**config.mk**
```make
export PLATFORM = sky130hd
export DESIGN_NAME = rcp_ctrl
export DESIGN_NICKNAME = d
export VERILOG_FILES = /design/src/rtl/rcp_ctrl.v
export VERILOG_INCLUDE_DIRS = /design/src /design/src/include
export SDC_FILE = /design/constraint.sdc
export NUM_CORES = 1
export LEC_CHECK = 0
export BUFFER_PORTS_ARGS = -buffer_cell sky130_fd_sc_hd__buf_2
export CORE_ASPECT_RATIO = 0.6
export CORE_MARGIN = 2
export CORE_UTILIZATION = 47
export DETAILED_ROUTE_END_ITERATION = 8
export GPL_ROUTABILITY_DRIVEN = 0
export PLACE_DENSITY = 0.82
export SYNTH_ARGS = -nofsm -noshare
export SYNTH_HDL_FRONTEND = slang
export SYNTH_SLANG_ARGS = --single-unit
```
**constraint.sdc**
```tcl
create_clock -name CLOCK -period 2 [get_ports CLOCK]
set_input_delay 0.3 -clock CLOCK [delete_from_list [all_inputs] [get_ports CLOCK]]
set_output_delay 0.3 -clock CLOCK [all_outputs]
set_load 0.1 [all_outputs]
```
**src/include/rcp_map.vh**
```
// Purpose: constants for the reset, clock and power controller
// Assumes: 8-bit register bus from the cpu core, addresses in page zero
// Notes: header only, no logic
`ifndef RCP_MAP_VH
`define RCP_MAP_VH
`define RCP_ADDR_CPU_MODE 8'hfb
`define RCP_ADDR_PORT0_DIR 8'hc1
`define RCP_ADDR_PORT1_DIR 8'hc3
`define RCP_ADDR_PORT2_DIR 8'hc5
`define RCP_ADDR_PORT4_DIR 8'hc9
`define RCP_ADDR_PULLUP0 8'hd0
`define RCP_ADDR_PULLUP1 8'hd1
`define RCP_ADDR_EDGE_SEL 8'hd4
`define RCP_ADDR_ADC_CTRL 8'hd9
`define RCP_ADDR_SERIAL_MODE 8'hdc
`define RCP_ADDR_T12_MODE 8'hf8
`define RCP_ADDR_T34_MODE 8'hf9
`define RCP_ADDR_TMODE2 8'hfa
`define RCP_ADDR_IREQ1 8'hfc
`define RCP_ADDR_IREQ2 8'hfd
`define RCP_ADDR_ICTL1 8'hfe
`define RCP_ADDR_ICTL2 8'hff
`define RCP_RST_ZERO 8'h00
`define RCP_RST_ADC_CTRL 8'h08
`define RCP_ADC_DONE_BIT 3
`define RCP_MODE_SUBCLK_BIT 7
`define RCP_MODE_MAINSTOP_BIT 6
`define RCP_T3_PRELOAD 8'hff
`define RCP_T4_PRELOAD 8'h07
`define RCP_PRESCALE_DIV 16
// prescaler count at which it wraps, divide ratio minus one
`define RCP_PRESCALE_LAST 4'hf
`define RCP_VECTOR_HI 16'hffff
`define RCP_VECTOR_LO 16'hfffe
`define RCP_RESET_MIN_NS 2000
`define RCP_CLK_NS 40
`define RCP_RESET_MIN_CYC ((`RCP_RESET_MIN_NS + `RCP_CLK_NS - 1) / `RCP_CLK_NS)
`endif

```
**src/rtl/rcp_ctrl.v**
```verilog
// Purpose: reset release, register initialisation, system clock and low-power control
// Assumes: oscillator edges arrive as synchronous strobes on CLOCK; cpu core drives bus
// Notes: timers 3/4 are modelled only as the stabilisation chain
//
// Notes on behaviour
// - after reset timers three and four chain, counting main oscillator over sixteen
// - reset release preloads ff and 07; internal reset ends on timer four overflow
// - direction, pull-up, edge, serial, timer mode and cpu mode registers clear
// - both interrupt request and both interrupt control registers clear at reset
// - converter control resets with only the conversion-finished flag set
// - program counter loads high byte from ffff and low byte from fffe
// - system clock is main oscillator divided by two by default
// - cpu mode bit 7 selects half the sub-oscillator as system clock
// - stop instruction halts both oscillators, system clock held high
// - entering stop forces the timer chain and preloads ff and 07
// - interrupt in stop restarts oscillation; clock held high until timer four overflows
// - wait instruction holds clock high, oscillator runs; interrupt resumes at once
// - cpu mode bit 6 stops main oscillator; clearing it restarts it
`timescale 1ns/1ps
`include "rcp_map.vh"
module rcp_ctrl
(
  // clock and reset
  input wire CLOCK,
  input wire NRST,
  // oscillator strobes, one cycle per oscillator edge
  input wire MAIN_OSC_TICK,
  input wire SUB_OSC_TICK,
  // cpu side
  input wire HALT_OSC_INSTR,
  input wire CLOCK_GATE_INSTR,
  input wire IRQ_WAKE,
  input wire [7:0] BUS_ADDR,
  input wire [7:0] BUS_WDATA,
  input wire BUS_WR,
  input wire [7:0] BUS_RDATA_IN,
  input wire ADC_DONE_SET,
  // outputs
  output reg [7:0] BUS_RDATA,
  output reg CPU_RESET_N,
  output reg PHI,
  output reg PHI_ENABLE,
  output reg MAIN_OSC_RUN,
  output reg SUB_OSC_RUN,
  output reg [15:0] VECTOR_ADDR,
  output reg VECTOR_FETCH_HI,
  output reg [7:0] PORT0_DIR,
  output reg [7:0] PORT1_DIR,
  output reg [7:0] PORT2_DIR,
  output reg [7:0] PORT4_DIR,
  output reg [7:0] PULLUP0,
  output reg [7:0] PULLUP1,
  output reg [7:0] EDGE_SEL,
  output reg [7:0] ADC_CTRL,
  output reg [7:0] SERIAL_MODE,
  output reg [7:0] T12_MODE,
  output reg [7:0] T34_MODE,
  output reg [7:0] TMODE2,
  output reg [7:0] CPU_MODE,
  output reg [7:0] IREQ1,
  output reg [7:0] IREQ2,
  output reg [7:0] ICTL1,
  output reg [7:0] ICTL2
);

  localparam ST_RESET = 3'd0;
  localparam ST_RUN = 3'd1;
  localparam ST_WAIT = 3'd2;
  localparam ST_STOP = 3'd3;
  localparam ST_STAB = 3'd4;
  localparam ST_VEC_HI = 3'd5;
  localparam ST_VEC_LO = 3'd6;

  reg [2:0] state_q;
  reg [3:0] pre_q;
  reg [7:0] t3_q;
  reg [7:0] t4_q;
  reg div2_q;
  wire osc_tick;
  wire chain_run;
  wire pre_wrap;
  wire t4_ovf;

  // source of the phase clock
  assign osc_tick = CPU_MODE[`RCP_MODE_SUBCLK_BIT] ? SUB_OSC_TICK : MAIN_OSC_TICK;

  // chain counts only in reset and in the stabilisation wait after stop
  assign chain_run = (state_q == ST_RESET) || (state_q == ST_STAB);
  assign pre_wrap = MAIN_OSC_TICK && (pre_q == `RCP_PRESCALE_LAST);
  assign t4_ovf = chain_run && pre_wrap && (t3_q == 8'h00) && (t4_q == 8'h00);

  always @(posedge CLOCK)
  begin
    if (!NRST)
    begin
      state_q <= ST_RESET;
      pre_q <= 4'h0;
      t3_q <= `RCP_T3_PRELOAD;
      t4_q <= `RCP_T4_PRELOAD;
      div2_q <= 1'b1;
    end
    else
    begin
      if (chain_run && MAIN_OSC_TICK)
        pre_q <= pre_q + 4'h1;
      if (chain_run && pre_wrap)
      begin
        t3_q <= t3_q - 8'h01;
        if (t3_q == 8'h00)
          t4_q <= t4_q - 8'h01;
      end
      // phase toggles on each selected oscillator edge, i.e. osc/2
      if (state_q == ST_RUN && osc_tick)
        div2_q <= ~div2_q;
      else if (state_q != ST_RUN)
        div2_q <= 1'b1;
      case (state_q)
        ST_RESET:
          if (t4_ovf)
            state_q <= ST_VEC_HI;
        ST_VEC_HI:
          state_q <= ST_VEC_LO;
        ST_VEC_LO:
          state_q <= ST_RUN;
        ST_RUN:
          if (HALT_OSC_INSTR)
          begin
            state_q <= ST_STOP;
            pre_q <= 4'h0;
            t3_q <= `RCP_T3_PRELOAD;
            t4_q <= `RCP_T4_PRELOAD;
          end
          else if (CLOCK_GATE_INSTR)
            state_q <= ST_WAIT;
        ST_WAIT:
          if (IRQ_WAKE)
            state_q <= ST_RUN;
        ST_STOP:
          if (IRQ_WAKE)
            state_q <= ST_STAB;
        ST_STAB:
          if (t4_ovf)
            state_q <= ST_RUN;
        default:
          state_q <= ST_RESET;
      endcase
    end
  end

  // registers initialised at reset and written by the cpu
  always @(posedge CLOCK)
  begin
    if (!NRST)
    begin
      PORT0_DIR <= `RCP_RST_ZERO;
      PORT1_DIR <= `RCP_RST_ZERO;
      PORT2_DIR <= `RCP_RST_ZERO;
      PORT4_DIR <= `RCP_RST_ZERO;
      PULLUP0 <= `RCP_RST_ZERO;
      PULLUP1 <= `RCP_RST_ZERO;
      EDGE_SEL <= `RCP_RST_ZERO;
      SERIAL_MODE <= `RCP_RST_ZERO;
      T12_MODE <= `RCP_RST_ZERO;
      T34_MODE <= `RCP_RST_ZERO;
      TMODE2 <= `RCP_RST_ZERO;
      CPU_MODE <= `RCP_RST_ZERO;
      IREQ1 <= `RCP_RST_ZERO;
      IREQ2 <= `RCP_RST_ZERO;
      ICTL1 <= `RCP_RST_ZERO;
      ICTL2 <= `RCP_RST_ZERO;
      ADC_CTRL <= `RCP_RST_ADC_CTRL;
    end
    else
    begin
      if (BUS_WR && PHI_ENABLE)
      begin
        case (BUS_ADDR)
          `RCP_ADDR_PORT0_DIR: PORT0_DIR <= BUS_WDATA;
          `RCP_ADDR_PORT1_DIR: PORT1_DIR <= BUS_WDATA;
          `RCP_ADDR_PORT2_DIR: PORT2_DIR <= BUS_WDATA;
          `RCP_ADDR_PORT4_DIR: PORT4_DIR <= BUS_WDATA;
          `RCP_ADDR_PULLUP0: PULLUP0 <= BUS_WDATA;
          `RCP_ADDR_PULLUP1: PULLUP1 <= BUS_WDATA;
          `RCP_ADDR_EDGE_SEL: EDGE_SEL <= BUS_WDATA;
          `RCP_ADDR_ADC_CTRL: ADC_CTRL <= BUS_WDATA;
          `RCP_ADDR_SERIAL_MODE: SERIAL_MODE <= BUS_WDATA;
          `RCP_ADDR_T12_MODE: T12_MODE <= BUS_WDATA;
          `RCP_ADDR_T34_MODE: T34_MODE <= BUS_WDATA;
          `RCP_ADDR_TMODE2: TMODE2 <= BUS_WDATA;
          `RCP_ADDR_CPU_MODE: CPU_MODE <= BUS_WDATA;
          `RCP_ADDR_IREQ1: IREQ1 <= BUS_WDATA;
          `RCP_ADDR_IREQ2: IREQ2 <= BUS_WDATA;
          `RCP_ADDR_ICTL1: ICTL1 <= BUS_WDATA;
          `RCP_ADDR_ICTL2: ICTL2 <= BUS_WDATA;
          default: ;
        endcase
      end
      // only a write to the converter register beats the done strobe,
      // so a write elsewhere in that cycle cannot lose the flag
      if (ADC_DONE_SET && !(BUS_WR && PHI_ENABLE && (BUS_ADDR == `RCP_ADDR_ADC_CTRL)))
        ADC_CTRL[`RCP_ADC_DONE_BIT] <= 1'b1;
    end
  end

  // outputs from flip-flops
  always @(posedge CLOCK)
  begin
    if (!NRST)
    begin
      CPU_RESET_N <= 1'b0;
      PHI <= 1'b1;
      PHI_ENABLE <= 1'b0;
      MAIN_OSC_RUN <= 1'b1;
      SUB_OSC_RUN <= 1'b1;
      VECTOR_ADDR <= `RCP_VECTOR_HI;
      VECTOR_FETCH_HI <= 1'b0;
      BUS_RDATA <= 8'h00;
    end
    else
    begin
      CPU_RESET_N <= (state_q != ST_RESET) && (state_q != ST_VEC_HI) && (state_q != ST_VEC_LO);
      // forced high at once outside run, the divider lags a cycle
      PHI <= (state_q == ST_RUN) ? div2_q : 1'b1;
      PHI_ENABLE <= (state_q == ST_RUN) && osc_tick && div2_q;
      // stop halts both; mode bit 6 halts the main one, no stabilisation count
      MAIN_OSC_RUN <= (state_q != ST_STOP) && !CPU_MODE[`RCP_MODE_MAINSTOP_BIT];
      SUB_OSC_RUN <= (state_q != ST_STOP);
      VECTOR_FETCH_HI <= (state_q == ST_VEC_HI);
      VECTOR_ADDR <= (state_q == ST_VEC_HI) ? `RCP_VECTOR_HI : `RCP_VECTOR_LO;
      BUS_RDATA <= (BUS_ADDR == `RCP_ADDR_CPU_MODE) ? CPU_MODE : BUS_RDATA_IN;
    end
  end

endmodule // rcp_ctrl

```
==> results of run 1 <==
worst paths after layout:
check	from	endpoint	slack, ns	depth (start not counted)
worst max-delay path	pre_q[0]	t4_q[4]	0.08	5
worst min register to register	IREQ2[6]	IREQ2[6]	0.45	2
worst max register to register	pre_q[0]	t4_q[4]	0.08	5
worst min-delay path	BUS_RDATA_IN[3]	BUS_RDATA[3]	0.15	3
metal layers:
layer | vias to the layer above | wire, um | global-route usage, %
met5 | - | 0 | 0
met1 | 2627 | 8820 | 33.1
met2 | 148 | 7810 | 33.0
li1 | 2727 | - | -
met4 | 0 | 110 | 5.22
met3 | 8 | 1130 | 6.58
worst register-to-register path, stage by stage (launching register included):
cell     delay [ns]
dfxtp_1        0.38
ha_1           0.19
and3b_1        0.21
nand4_2        0.24
or4b_2         0.67
a21oi_1        0.16
synth_stat cells (2+ instances only):
cell / instances / area share, %
dfxtp_1: 175 / 51
nand2_1: 157 / 8.5
mux2i_1: 129 / 19
clkbuf_1: 36 / 1.9
nand3_1: 24 / 1.7
nor2b_1: 21 / 1.9
o21ai_0: 20 / 1.4
buf_4: 17 / 1.8
nor2_1: 12 / 0.65
xor2_1: 10 / 1.3
nand2b_1: 8 / 0.72
a21oi_1: 7 / 0.51
inv_1: 6 / 0.32
nor2_4: 6 / 0.97
nor3_1: 6 / 0.43
ha_1: 5 / 0.90
nand4_1: 5 / 0.45
or3_1: 5 / 0.45
or4_1: 5 / 0.54
buf_2: 4 / 0.29
nor2_2: 3 / 0.27
nor3_4: 3 / 0.70
nor4_2: 3 / 0.54
o31ai_1: 3 / 0.32
and3b_1: 2 / 0.25
nand3b_1: 2 / 0.22
nand4_2: 2 / 0.36
nand4b_1: 2 / 0.25
nor4_1: 2 / 0.18
nor4_4: 2 / 0.61
o211ai_1: 2 / 0.22
o21a_1: 2 / 0.22
xnor2_1: 2 / 0.25
kinds of logic (layout without fill, tap and decap cells):
kind of cell,after synthesis,count (layout),share of synthesized area (%)
other cells,1,15,0.0541
xor+xnor,12,12,1.52
simple gates,276,276,20.5
buf+inv,63,256,4.40
compound gates,39,39,3.25
fa+ha+maj,5,5,0.903
flops,175,175,50.5
mux,130,130,18.8
stage by stage:
stage | cells | setup TNS (ns)
3_5_place_dp | 1074 | 0
5_1_grt | 1106 | 0
4_1_cts | 1106 | 0
2_1_floorplan | 715 | -0.0892
3_3_place_gp | 1074 | 0
6_report | 1106 | 0
power groups by stage:
stage | Sequential [mW] | Combinational [mW] | Clock, mW
detailed placement | 3.59 | 0.477 | 0
CTS | 3.51 | 0.478 | 3.43
global route | 3.51 | 0.502 | 3.59
floorplan | 3.66 | 0.297 | 0
finish | 3.51 | 0.480 | 3.37
global placement | 3.59 | 0.474 | 0
cell type report:
type,count,area [um^2],share of cell area [%]
Timing Repair Buffer,218,1210,13.7
Clock buffer,18,429,4.89
Multi-Input combinational cell,477,3200,36.4
Clock inverter,14,175,1.99
Sequential cell,175,3510,39.9
Inverter,6,22.5,0.256
Tap cell,198,248,2.82
what timing repair did:
action / 4_1_cts / 5_1_grt
setup endpoints to repair: 0 / 1
endpoints found under the hold margin: 0 / 0
resized for setup: 0 / 1
==> flow_summary.toml, run 1 <==
[synthesis]
synth-seq-cells = 175
synthCells = 701
synth_edf_count = 0
ys_seq_area_share_pct = 50.5
ys.flop_type = "dfxtp_1"
synthesis.area_um2 = 6930
syn_avg_cell_area_um2 = 9.89
synthArstFlopShare_pct = 0
yosysUniqueCellTypes = 46
synth_warnings = 0

[cts]
cts_made_buffers = 17
htree_num_levels = 4
path_clk_slew_ns = 0.07
cts_setup_buffers = 0
clock_tree.buffer_depth = 2
cts.sinks = 175
worstSkewPairLatency_ns = 0.41
ctsHoldBuffers = 0
root_buffer = "clkbuf_16"
cts_tree = "yes"

[finish]
final_cell_mix = "182 x buf_2, 174 x dfxtp_1, 157 x nand2_1"
drive_gt1_share_pct = 30.4
fin_nets = 933
final_common_cell = "buf_2"
final_design_area_no_fill_um2 = 8780
nFillCells = 1240
areaGrowthSynthToFinish_pct = 26.7
final_util_pct = 60.7
antenna_cells = 0

[drt]
dr.first_iter.drc_count = 419
antenna_left = 0
route.detailed.drc = 0
wl_per_cell_um = 16.2
avgViaCountPerCell = 4.98
wirelength_um = 17900
dr_total_vias = 5510
drtPass1Iterations = 4

[floorplan]
die_x_um = 161
initial_utilization_pct = 47.9
dieArea_um2 = 15800
rows = 34
dieHeight_um = 98.1
core-area_um2 = 14500
ios = 199

[timing]
final-setup-viol-count = 0
whs_ns = 0.148
fmax_ghz = 0.521
worst_slack_ns = 0.0806
worst_pin_slew_ns = 0.521
rsz0062_at_grt = "no"
fin_crit_ns = 1.92
min_period_over_period_pct = 96.0
fin_worst_skew_ns = 0.0142
drv_slew = 0
finalHoldViolCount = 0
slew_headroom_pct = 65.5

[setup_path]
endpoint_kind = "register"
crit_chain = "ha_1, and3b_1, nand4_2, or4b_2, a21oi_1"
cp_max_fo = 10
crit_required_ns = 2.34
critPathMaxStageDelay_ns = 0.67
path_buf_inv = 0
worstSetupStartpointType = "register"
cp_data_arrival_time_ns = 2.26
crit_type = "register to register"
critical_path.top_delay_family = "simple AND/OR/NAND/NOR gates"
critPathSlowestCell = "or4b_2"

[power_and_ir_drop]
power_mw = 7.36
ir_worst_vdd_v = 0.000545
p_int_mw = 5.48
switchingPower_mw = 1.88
p_per_area_nw_per_um2 = 838
power_frac_clock_pct = 45.8
power_switching_share_pct = 25.5
seq_power_share_pct = 47.7
pwr-share-comb_pct = 6.5
p_leak_nw = 3.66

[grt]
grt_antenna_before_repair = 0
grt_max_degree = 97
grt_pass1_vias = 5125
grt_first_pass_wirelength_um = 28200
gr-total-overflow = 0
grt_usage_pct = 22.6

[placed_design]
dpl.hpwl_um = 12600
pre_cts_ws_ns = 0.0668
io_buffers = 183
post_dp_cell_area_um2 = 8170

[outcome]
status = "finished clean"

[min_path]
hp-class = "primary input to register"

[job]
cap_violations = 0
Note: power is estimated with default switching activity, not from simulation.
==> run 2, diff against run 1 <==
--- a/config.mk
+++ b/config.mk
@@ -6,13 +6,13 @@
 export SDC_FILE = /design/constraint.sdc
 export NUM_CORES = 1
 export LEC_CHECK = 0
-export BUFFER_PORTS_ARGS = -buffer_cell sky130_fd_sc_hd__buf_2
 export CORE_ASPECT_RATIO = 0.6
 export CORE_MARGIN = 2
-export CORE_UTILIZATION = 47
+export CORE_UTILIZATION = 50
 export DETAILED_ROUTE_END_ITERATION = 8
+export DONT_BUFFER_PORTS = 1
 export GPL_ROUTABILITY_DRIVEN = 0
-export PLACE_DENSITY = 0.82
+export PLACE_DENSITY = 0.74
 export SYNTH_ARGS = -nofsm -noshare
 export SYNTH_HDL_FRONTEND = slang
 export SYNTH_SLANG_ARGS = --single-unit
==> flow_summary.toml, run 2 (synthesis gave the netlist of run 1 again) <==
[cts]
cts_made_buffers = 17
htree_num_levels = 4
path_clk_slew_ns = 0.07
cts_tree = "yes"
clock_tree.buffer_depth = 2
cts.sinks = 175
worstSkewPairLatency_ns = 0.41
root_buffer = "clkbuf_16"

[placed_design]
io_buffers = 0
dpl.hpwl_um = 13400
post_dp_cell_area_um2 = 8220
pre_cts_ws_ns = 0.0316
dp.cells = 1003

[setup_path]
reg2reg_from = "pre_q[0]"
regToRegSetupSlack_ns = 0.06
crit_type = "register to register"
cp_max_fo = 8
cp_data_arrival_time_ns = 2.28
worstSetupStartpointType = "register"
crit_required_ns = 2.34
ff2ff_path_depth = 5
endpoint_kind = "register"
r2r_end = "t4_q[4]"

[timing]
fmax_ghz = 0.514
drv_slew = 0
fin_crit_ns = 1.94
min_period_over_period_pct = 97.2
worst_slack_ns = 0.0557
fin_worst_skew_ns = 0.00958
slew_headroom_pct = 44.9
worst_pin_slew_ns = 0.824
finalHoldViolCount = 0
timing.setup.tns_ns = 0
final-setup-viol-count = 0

[grt]
gr-total-overflow = 0
grt_antenna_before_repair = 0
grt_first_pass_wirelength_um = 29700
grt_usage_pct = 26.1
grt_pass1_vias = 5570
grt_max_degree = 176

[min_path]
min_to = "ADC_CTRL[5]"
hp-class = "primary input to register"
hold_start = "BUS_WDATA[5]"
min_path_cells = 2

[finish]
final_design_area_no_fill_um2 = 8850
final_cell_mix = "174 x dfxtp_1, 170 x buf_4, 157 x nand2_1"
final_common_cell = "dfxtp_1"
fin_cells = 1035
drive_gt1_share_pct = 26.4
fin_nets = 887
areaGrowthSynthToFinish_pct = 27.7
antenna_cells = 0

[power_and_ir_drop]
p_leak_nw = 3.46
p_per_area_nw_per_um2 = 824
ir_worst_vdd_v = 0.000575

[drt]
drtPass1Iterations = 5
avgViaCountPerCell = 5.33
wirelength_um = 19300
dr_total_vias = 5517
dr.first_iter.drc_count = 280
route.detailed.drc = 0
antenna_left = 0
wl_per_cell_um = 18.6

[floorplan]
core-area_um2 = 13600
ios = 199
initial_utilization_pct = 51.0
dieHeight_um = 95.2
rows = 33
die_x_um = 156
dieArea_um2 = 14900

[job]
cap_violations = 0

[outcome]
status = "finished clean"
[run 2: cell count changes in the layout (fill, tap and decap cells not counted), sizes merged]
cell	previous run	this run
clkinv	4	3
bufinv	2	3
inv	12	11
dlygate4sd3	0	2
clkbuf	18	17
buf	218	170
[run 2: worst max-delay path, stage by stage, from the launching register on]
cell and delay (ns):
dfxtp_1 0.38, ha_1 0.24, and3b_1 0.26, nand4_4 0.17
or4b_2 0.66, a21oi_1 0.17
[run 2: report_power, final]
part / internal (mW) / total [mW] / leakage [nW] / switching [mW]
clock network: 1.99 / 3.42 / 0.292 / 1.43
registers: 3.50 / 3.51 / 1.41 / 0.0113
logic: 0.0577 / 0.371 / 1.75 / 0.313
total: 5.54 / 7.30 / 3.46 / 1.76
[run 2: how the worst max path moves through the flow]
stage | start | to | slack (ns) | cells after the start
after floorplan | PHI_ENABLE | PORT1_DIR[7] | -0.01 | 5
after global placement | t3_q[5] | t4_q[4] | 0.09 | 4
after detailed placement | t3_q[5] | t4_q[4] | 0.03 | 4
after CTS | t3_q[5] | t4_q[4] | 0.02 | 4
after global routing | pre_q[0] | t4_q[4] | -0.007 | 5
final | pre_q[0] | t4_q[4] | 0.06 | 5
[run 2: routing by layer]
layer	global-route usage [%]	vias to the layer above	share of wire (%)
li1	-	2621	-
met1	33.8	2656	45
met2	42.0	222	46
met3	8.77	18	9.0
met4	7.19	0	0.84
met5	0	-	0
[run 2: area by class of cell]
type	instances	area [um^2]
tap	175	219
clock buffer	17	425
clock inverter	13	179
multi-input combinational	477	3210
timing repair buffer	172	1300
fill	1092	4730
sequential	175	3510
inverter	6	22.5
[run 2: repair_timing]
action,in CTS,in global routing
hold endpoints to repair,5,0
buffers inserted,0,0
endpoints found under the setup margin,0,2
resized for setup,0,2
hold buffers,2,0
[run 2: metrics by stage]
| step | hold WS, ns | utilization [%] | total power [mW] |
|---|---|---|---|
| detailed placement | 0.376 | 60.5 | 3.95 |
| floorplan | 0.430 | - | 3.96 |
| finish | 0.0232 | 65.2 | 7.30 |
| CTS | 0.000755 | 65.1 | 7.34 |
| global placement | 0.373 | 60.5 | 3.94 |
| global route | 0.00765 | 65.2 | 7.51 |
